===== config.mk =====
export PLATFORM = sky130hd
export DESIGN_NAME = serial_autobaud_detector
export DESIGN_NICKNAME = d
export VERILOG_FILES = /design/src/rtl/autobaud_pkg.sv /design/src/rtl/serial_autobaud_detector.sv
export VERILOG_INCLUDE_DIRS = /design/src /design/src/rtl
export SDC_FILE = /design/constraint.sdc
export NUM_CORES = 1
export LEC_CHECK = 0
export ABC_AREA = 1
export BUFFER_PORTS_ARGS = -buffer_cell sky130_fd_sc_hd__buf_2
export CAP_MARGIN = 20
export CORE_UTILIZATION = 54
export DETAILED_ROUTE_END_ITERATION = 16
export PLACE_DENSITY_LB_ADDON = 0.3
export SKIP_CTS_REPAIR_TIMING = 1
export SYNTH_ARGS = -nofsm -noshare
export SYNTH_HDL_FRONTEND = slang
export SYNTH_SLANG_ARGS = --single-unit

===== constraint.sdc =====
create_clock -name CLK_IN -period 2.09 [get_ports CLK_IN]
set_clock_uncertainty 0.05 [all_clocks]
set_input_delay 0.3135 -clock CLK_IN [delete_from_list [all_inputs] [get_ports CLK_IN]]
set_output_delay 0.3135 -clock CLK_IN [all_outputs]
set_load 0.01 [all_outputs]

===== src/rtl/autobaud_consts.svh =====
// Register map, field positions, reset values and rates of the auto-baud block
`ifndef AUTOBAUD_CONSTS_SVH
`define AUTOBAUD_CONSTS_SVH
`define AB_OFF_CTRL      12'h000
`define AB_OFF_DIV_LOW   12'h004
`define AB_OFF_DIV_HIGH  12'h008
`define AB_OFF_RX_DATA   12'h00c
`define AB_OFF_IRQ_STAT  12'h010
`define AB_OFF_IRQ_CLR   12'h014
`define AB_OFF_IRQ_EN    12'h018
`define AB_BIT_ENABLE    0
`define AB_BIT_WAKE      1
`define AB_BIT_WIDE      2
`define AB_BIT_HIGH      3
`define AB_BIT_OVF       4
`define AB_BIT_IDLE      5
`define AB_BIT_RFLAG     6
`define AB_EV_DONE       0
`define AB_EV_OVF        1
`define AB_EV_WAKE       2
`define AB_EV_W          3
`define AB_DIV_RESET     16'h0000
`define AB_DIV_MAX       16'hffff
`define AB_DIV_FIRST     16'h0001
`define AB_EDGE_LAST     3'h4
`define AB_PRE_SLOW      10'h200
`define AB_PRE_MID       10'h080
`define AB_PRE_FAST      10'h020
`define AB_SYNC_CHAR     8'h55
`endif


===== src/rtl/autobaud_pkg.sv =====
// Types of the auto-baud block
`include "autobaud_consts.svh"
package autobaud_pkg;
  typedef enum logic [2:0] {
    ST_IDLE      = 3'b000,
    ST_WAKE_LOW  = 3'b001,
    ST_WAKE_HIGH = 3'b010,
    ST_WAIT_START= 3'b011,
    ST_WAIT_EDGE = 3'b100,
    ST_COUNT     = 3'b101
  } ab_state_t;

  typedef struct packed {
    ab_state_t         fsm;
    logic              rx_prev;
    logic [9:0]        pre;
    logic [2:0]        edges;
    logic [15:0]       divisor;
    logic              ab_en;
    logic              wake_en;
    logic              wide;
    logic              high;
    logic              ovf;
    logic              rflag;
    logic              ridle;
    logic [`AB_EV_W-1:0] stat;
    logic [`AB_EV_W-1:0] en;
    logic              ack;
    logic [31:0]       rdata;
  } ab_regs_t;
endpackage


===== src/rtl/serial_autobaud_detector.sv =====
// Auto-baud measurement of a 55h sync character, APB register slave
//
// Behaviour
// - Receive line times the divisor counter across the 55h sync character.
// - Writing autobaud_enable high starts the calibration sequence.
// - Normal receive engine is held idle throughout calibration.
// - Counting starts at first rising edge after the start bit.
// - Fifth rising edge stops count, clears enable, sets receive_flag.
// - Reading receive data clears receive_flag; software discards the value.
// - Counting clock Fosc/512, /128 or /32 from wide and high-speed bits.
// - Divisor high and low act as one 16-bit counter.
// - Counter steps once per counting-clock tick, over eight bit times.
// - With wake-on-break, measurement uses the character after the break.
// - Count starts at 1; software subtracts 1 afterwards.
// - Overflow sets autobaud_overflow and receive_flag; counting continues.
// - receive_idle reads 0 during calibration, 1 after fifth edge.
`timescale 1ns/10ps
`default_nettype none
`include "autobaud_consts.svh"
module serial_autobaud_detector
  import autobaud_pkg::*;
(
  // Clock and reset
  input  wire logic        CLK_IN,
  input  wire logic        RESET_IN,
  // APB slave
  input  wire logic        PSEL_IN,
  input  wire logic        PENABLE_IN,
  input  wire logic        PWRITE_IN,
  input  wire logic [11:0] PADDR_IN,
  input  wire logic [31:0] PWDATA_IN,
  output logic      [31:0] PRDATA_OUT,
  output logic             PREADY_OUT,
  output logic             PSLVERR_OUT,
  // Serial line
  input  wire logic        RX_IN,
  // Status
  output logic             RX_HOLD_OUT,
  output logic             IRQ_OUT
);

  ab_regs_t r_reg;
  ab_regs_t r_next;

  logic        access;
  logic        done;
  logic        wr;
  logic        rd;
  logic        mapped;
  logic        rise;
  logic        fall;
  logic        tick;
  logic [9:0]  pre_lim;
  logic [31:0] rmux;
  logic [`AB_EV_W-1:0] ev;

  assign access = PSEL_IN & PENABLE_IN;
  assign done   = access & r_reg.ack;
  assign wr     = done & PWRITE_IN;
  assign rd     = done & ~PWRITE_IN;
  assign mapped = (PADDR_IN == `AB_OFF_CTRL) |
                  (PADDR_IN == `AB_OFF_DIV_LOW) |
                  (PADDR_IN == `AB_OFF_DIV_HIGH) |
                  (PADDR_IN == `AB_OFF_RX_DATA) |
                  (PADDR_IN == `AB_OFF_IRQ_STAT) |
                  (PADDR_IN == `AB_OFF_IRQ_CLR) |
                  (PADDR_IN == `AB_OFF_IRQ_EN);
  assign rise   = RX_IN & ~r_reg.rx_prev;
  assign fall   = ~RX_IN & r_reg.rx_prev;

  // Counting clock: one tick per 512, 128 or 32 clocks from the wide and high bits
  always_comb begin
    case ({r_reg.wide, r_reg.high})
      2'b00:   pre_lim = `AB_PRE_SLOW;
      2'b11:   pre_lim = `AB_PRE_FAST;
      default: pre_lim = `AB_PRE_MID;
    endcase
  end
  assign tick = (r_reg.pre == pre_lim - 10'h001);

  // Read multiplexer
  always_comb begin
    rmux = 32'h0000_0000;
    case (PADDR_IN)
      `AB_OFF_CTRL: begin
        rmux[`AB_BIT_ENABLE] = r_reg.ab_en;
        rmux[`AB_BIT_WAKE]   = r_reg.wake_en;
        rmux[`AB_BIT_WIDE]   = r_reg.wide;
        rmux[`AB_BIT_HIGH]   = r_reg.high;
        rmux[`AB_BIT_OVF]    = r_reg.ovf;
        rmux[`AB_BIT_IDLE]   = r_reg.ridle;
        rmux[`AB_BIT_RFLAG]  = r_reg.rflag;
      end
      `AB_OFF_DIV_LOW:  rmux[7:0] = r_reg.divisor[7:0];
      `AB_OFF_DIV_HIGH: rmux[7:0] = r_reg.divisor[15:8];
      `AB_OFF_IRQ_STAT: rmux[`AB_EV_W-1:0] = r_reg.stat;
      `AB_OFF_IRQ_EN:   rmux[`AB_EV_W-1:0] = r_reg.en;
      default:          rmux = 32'h0000_0000;
    endcase
  end

  always_comb begin
    r_next = r_reg;
    ev = '0;
    r_next.rx_prev = RX_IN;

    // APB: one wait state, data latched in the first access cycle
    if (access & ~r_reg.ack) begin
      r_next.ack   = 1'b1;
      r_next.rdata = rmux;
    end else begin
      r_next.ack = 1'b0;
    end

    // Software writes
    if (wr) begin
      case (PADDR_IN)
        `AB_OFF_CTRL: begin
          r_next.wake_en = PWDATA_IN[`AB_BIT_WAKE];
          r_next.wide    = PWDATA_IN[`AB_BIT_WIDE];
          r_next.high    = PWDATA_IN[`AB_BIT_HIGH];
          if (!PWDATA_IN[`AB_BIT_OVF])
            r_next.ovf = 1'b0;
          if (PWDATA_IN[`AB_BIT_ENABLE] && r_reg.fsm == ST_IDLE) begin
            r_next.ab_en   = 1'b1;
            r_next.divisor = `AB_DIV_RESET;
            r_next.ridle   = 1'b0;
            r_next.fsm     = PWDATA_IN[`AB_BIT_WAKE] ?
                             ST_WAKE_LOW : ST_WAIT_START;
          end else if (!PWDATA_IN[`AB_BIT_ENABLE]) begin
            r_next.ab_en = 1'b0;
            r_next.ridle = 1'b1;
            r_next.fsm   = ST_IDLE;
          end
        end
        `AB_OFF_DIV_LOW:
          if (r_reg.fsm == ST_IDLE)
            r_next.divisor[7:0] = PWDATA_IN[7:0];
        `AB_OFF_DIV_HIGH:
          if (r_reg.fsm == ST_IDLE)
            r_next.divisor[15:8] = PWDATA_IN[7:0];
        `AB_OFF_IRQ_CLR:  r_next.stat = r_reg.stat & ~PWDATA_IN[`AB_EV_W-1:0];
        `AB_OFF_IRQ_EN:   r_next.en = PWDATA_IN[`AB_EV_W-1:0];
        default: ;
      endcase
    end
    if (rd && PADDR_IN == `AB_OFF_RX_DATA)
      r_next.rflag = 1'b0;

    // Measurement sequence; hardware sets below win over software clears
    case (r_reg.fsm)
      ST_IDLE: ;
      ST_WAKE_LOW:
        if (fall) begin
          r_next.rflag = 1'b1;
          ev[`AB_EV_WAKE] = 1'b1;
          r_next.fsm = ST_WAKE_HIGH;
        end
      ST_WAKE_HIGH:
        if (rise) begin
          r_next.wake_en = 1'b0;
          r_next.fsm = ST_WAIT_START;
        end
      ST_WAIT_START:
        if (fall)
          r_next.fsm = ST_WAIT_EDGE;
      ST_WAIT_EDGE:
        if (rise) begin
          r_next.divisor = `AB_DIV_FIRST;
          r_next.pre   = 10'h000;
          r_next.edges = 3'h0;
          r_next.fsm   = ST_COUNT;
        end
      ST_COUNT: begin
        r_next.pre = tick ? 10'h000 : r_reg.pre + 10'h001;
        if (rise && r_reg.edges == `AB_EDGE_LAST - 3'h1) begin
          r_next.ab_en = 1'b0;
          r_next.rflag = 1'b1;
          r_next.ridle = 1'b1;
          ev[`AB_EV_DONE] = 1'b1;
          r_next.fsm = ST_IDLE;
        end else begin
          if (rise)
            r_next.edges = r_reg.edges + 3'h1;
          if (tick) begin
            r_next.divisor = r_reg.divisor + 16'h0001;
            if (r_reg.divisor == `AB_DIV_MAX) begin
              r_next.ovf  = 1'b1;
              r_next.rflag = 1'b1;
              ev[`AB_EV_OVF] = 1'b1;
            end
          end
        end
      end
      default: r_next.fsm = ST_IDLE;
    endcase
    r_next.stat = r_next.stat | ev;
  end

  always_ff @(posedge CLK_IN) begin
    if (RESET_IN) begin
      r_reg         <= '0;
      r_reg.fsm     <= ST_IDLE;
      r_reg.rx_prev <= 1'b1;
      r_reg.ridle   <= 1'b1;
      r_reg.divisor <= `AB_DIV_RESET;
    end else begin
      r_reg <= r_next;
    end
  end

  assign PRDATA_OUT  = r_reg.rdata;
  assign PREADY_OUT  = done;
  assign PSLVERR_OUT = done & ~mapped;
  assign RX_HOLD_OUT = (r_reg.fsm != ST_IDLE);
  assign IRQ_OUT     = |(r_reg.stat & r_reg.en);
endmodule // serial_autobaud_detector
`default_nettype wire


==> impl.org <==
** Timing
- Achievable frequency :: approximately 500 MHz
- Slew @ Worst Pin :: 600.8 ps
- Setup TNS Final :: 0 ps
- The max-slew violation count was 0.
- Final hold violation count :: 0
- In the finished design, the share of the clock period the worst path needs comes to 93.12%.
- Final number of setup-violating endpoints :: 0
- Setup repair after global routing missed its margin :: no
- The clock period could shrink to between 1500 and 2000 ps.
- Headroom to the max-slew limit came out at 59.90%.

** Global route
- Global-route wire length before repair :: 15390 um
- After global routing the overflow that remains totals 0.
- Overall fraction of global-route tracks in use :: 26.57%
- Maximum number of pins on one net before global-route repair :: 40
- Number of antenna violations at the first check in global routing :: 0
- The via count of the first global-routing pass came to between 3000 and 4000.

** Power and ir drop
- For this design the total switching power over the nets is 0.4742 mW.
- Dividing total power by cell area gives a power density of 460.0 nW/um^2.
- Sequential cells account for a little under 60% of the total power.
- Int Power :: 1.333 mW
- In this run the static leakage power is 1.823 nW.
- The share of total power dissipated in combinational logic is ~7.0%.
- Net switching share of the total power :: 26.25%
- Sum of internal, switching and leakage power :: 1.807 mW
- Maximum vdd ir drop :: around 0.00035 V
- Per report_power, the clock group accounts for 34.6% of the total.

** Final layout
- The post-route netlist has about 14% of its cells at a drive strength greater than 1.
- The register with the most flip-flops in the layout has 47 of them.
- In the final design database the tool counted about 670 nets.
- The library cells used most frequently in the layout, excluding fill and tap cells, are 147 x nand2_1, 74 x inv_1, 55 x dfxtp_1.
- Post-layout instance area :: 3928 um^2
- Most common cell after layout, fill and taps aside :: nand2_1
- Number of antenna repair diodes :: 0
- Number of fill cells :: 605
- The area growth from synthesis to layout is 7.795%.

** Clock tree
- # clock sinks :: 55
- The H-tree generated during clock tree synthesis spans 2 levels.
- CTS tree :: done
- Worst-skew pair later-pin latency :: 320 ps
- The tree is rooted in a clkbuf_8.
- In this run the deepest clock path goes through 2 buffers.
- CTS buffer count :: 5
- Clock Pin Slew Worst Setup and Hold Paths :: 110 ps

** Placement
- The wire-length estimate of the detail-placed layout is 6921 um.
- Number of buffers added on ports :: 37
- Gpl congestion :: 0.9161
- Placement Cell Area :: 3829 um^2

** Drt
- Number of detailed-routing iterations run before antenna repair :: 11
- Dividing the detail-routed wire length by the instance count gives 13.25 um.
- After detailed routing, the number of remaining DRC violations is 6.
- In this run the remaining antenna-violating nets after routing total 0.
- Iteration-0 DRC count of the detailed router :: 470
- Vias :: 3828
- Routed wire length :: between 9000 and 10000 um
- Per-cell via count in the routed design :: 5.500

** Outcome
- Status :: finished with violations
- Violations in the final reports :: design-rule violations

** Synth
- Post-Synthesis Cells :: around 580
- Count of synthesis-stage warnings from yosys :: 0
- Number of synthesized register bits :: 55
- Netlist area before placement :: 3643 um^2
- Synthesis instantiated 36 different standard cells from the library.
- After synthesis, flip-flops and latches occupy about 30% of the total area.
- Dividing the synthesized area by the synthesized cell count gives 6.304 um^2.

** Min path
- Tightest Hold Check Type :: in -> reg

** Worst setup path
- Highest fanout seen on the critical path :: 4
- Data arrives at the worst endpoint at 2140 ps.
- Nature of the critical path startpoint :: flop
- The critical path goes through ha_1, nand2_1, inv_1, nand2_1, nor2_1, nand3_1, nor2_2, nand4_1, a21oi_1.
- Required @ worst endpoint :: 2290 ps
- CP max stage cell :: dfxtp_1
- Most prevalent standard cell on the critical path :: nand2_1
- The worst setup path is of the reg -> reg kind.
- Worst path max stage delay :: 400 ps
- Kind of end point of the critical path :: flop

** Die
- Number of placement rows :: 29
- The floorplan step set the die width to 84.14 um.
- Top-Level Pins :: 86
- The initial utilization of the core area, before any placement, comes to between 50 and 60%.
- Core Area :: 6422 um^2
- Total Die Area :: 7080 um^2
- From bottom edge to top edge, the die measures 84.14 um.

** Job
- Max-cap violations in this run came to 0.
cells in the mapped netlist:
cell,number,area [um^2]
a41oi_1,1,8.760
buf_2,2,10.01
nor2_4,2,22.52
or2_2,2,12.51
nor3_1,1,5.000
conb_1,1,3.750
inv_2,3,11.26
a31oi_1,2,12.51
and3_1,3,18.77
nand3b_1,3,22.52
nand3_1,50,250.2
o21ai_0,42,210.2
o211ai_1,5,37.54
nand2_4,2,22.52
o22ai_1,6,37.54
o31ai_1,3,22.52
nor2_2,6,37.54
clkinv_2,2,10.01
o21ai_1,1,5.000
clkbuf_1,6,22.52
nand2_1,147,551.8
nor2_8,1,20.02
a211oi_1,4,30.03
a21oi_1,43,215.2
ha_1,3,37.54
nor3_2,1,10.01
a221oi_1,1,8.760
dfxtp_1,55,1101
xor2_1,4,35.03
buf_4,32,240.2
nor2_1,53,198.9
nand3_2,2,20.02
buf_6,2,22.52
o221ai_1,4,35.03
nand4_1,9,56.30
inv_1,74,277.8
critical path: cells and delay by family (launching register included):
| kind | cells | cell delay, ps |
|---|---|---|
| AO/OA/AOI/OAI | 1 | 190 |
| AND/OR/NAND/NOR | 6 | 950 |
| adder cells (fa/ha/maj) | 1 | 200 |
| buffers and inverters | 1 | 70 |
| flip-flops | 1 | 400 |
layer usage:
metal / wire [um] / global-route usage [%]
met1: 4131 / 35.64
met3: 658 / 3.441
met4: 196 / 7.524
met2: 4237 / 44.93
met5: 0 / 0
metrics by stage:
stage	worst slack, ps	utilization (%)	cells	hold slack [ps]
after floorplan	404.7	-	601	372.0
after detailed placement	84.82	59.61	688	407.6
after CTS	85.92	61.04	696	140.1
after global routing	7.181	61.15	696	137.9
after global placement	141.8	59.61	688	394.6
final	143.8	61.15	696	142.6
layout make-up:
cell class / instances / area, um^2 / share of cell area, %
clock buffers: 5 / 68.82 / 1.752
clock inverters: 3 / 22.52 / 0.5734
inverters: 79 / 299.0 / 7.614
multi-input cells: 425 / 2042 / 51.99
flip-flops and latches: 55 / 1101 / 28.03
well taps: 77 / 96.34 / 2.453
repair buffers: 52 / 297.8 / 7.582
power by group through the flow:
stage / sequential [mW] / combinational (mW) / clock [mW]
6_report: 1.06 / 0.127 / 0.625
5_1_grt: 1.06 / 0.140 / 0.672
4_1_cts: 1.06 / 0.125 / 0.638
3_5_place_dp: 1.08 / 0.124 / 0
3_3_place_gp: 1.08 / 0.123 / 0
2_1_floorplan: 1.08 / 0.109 / 0
cell families after synthesis:
| group | count (synthesis) | synth area share (%) |
|---|---|---|
| AND/OR/NAND/NOR | 282 | 34.27 |
| buffers and inverters | 121 | 16.31 |
| AO/OA/AOI/OAI | 112 | 17.10 |
| flip-flops | 55 | 30.22 |
| XOR/XNOR | 4 | 0.9614 |
| adder cells (fa/ha/maj) | 3 | 1.030 |
| other | 1 | 0.1029 |
path summary, 6_finish.rpt:
check,start,to,slack (ps),depth (start not counted)
max reg2reg,r_reg[47],r_reg[37],140,9
max,r_reg[47],r_reg[37],140,9
min,RX_IN,r_reg[75],140,3
min reg2reg,PRDATA_OUT[4],PRDATA_OUT[4],420,2
Note: power is estimated with default switching activity, not from simulation.
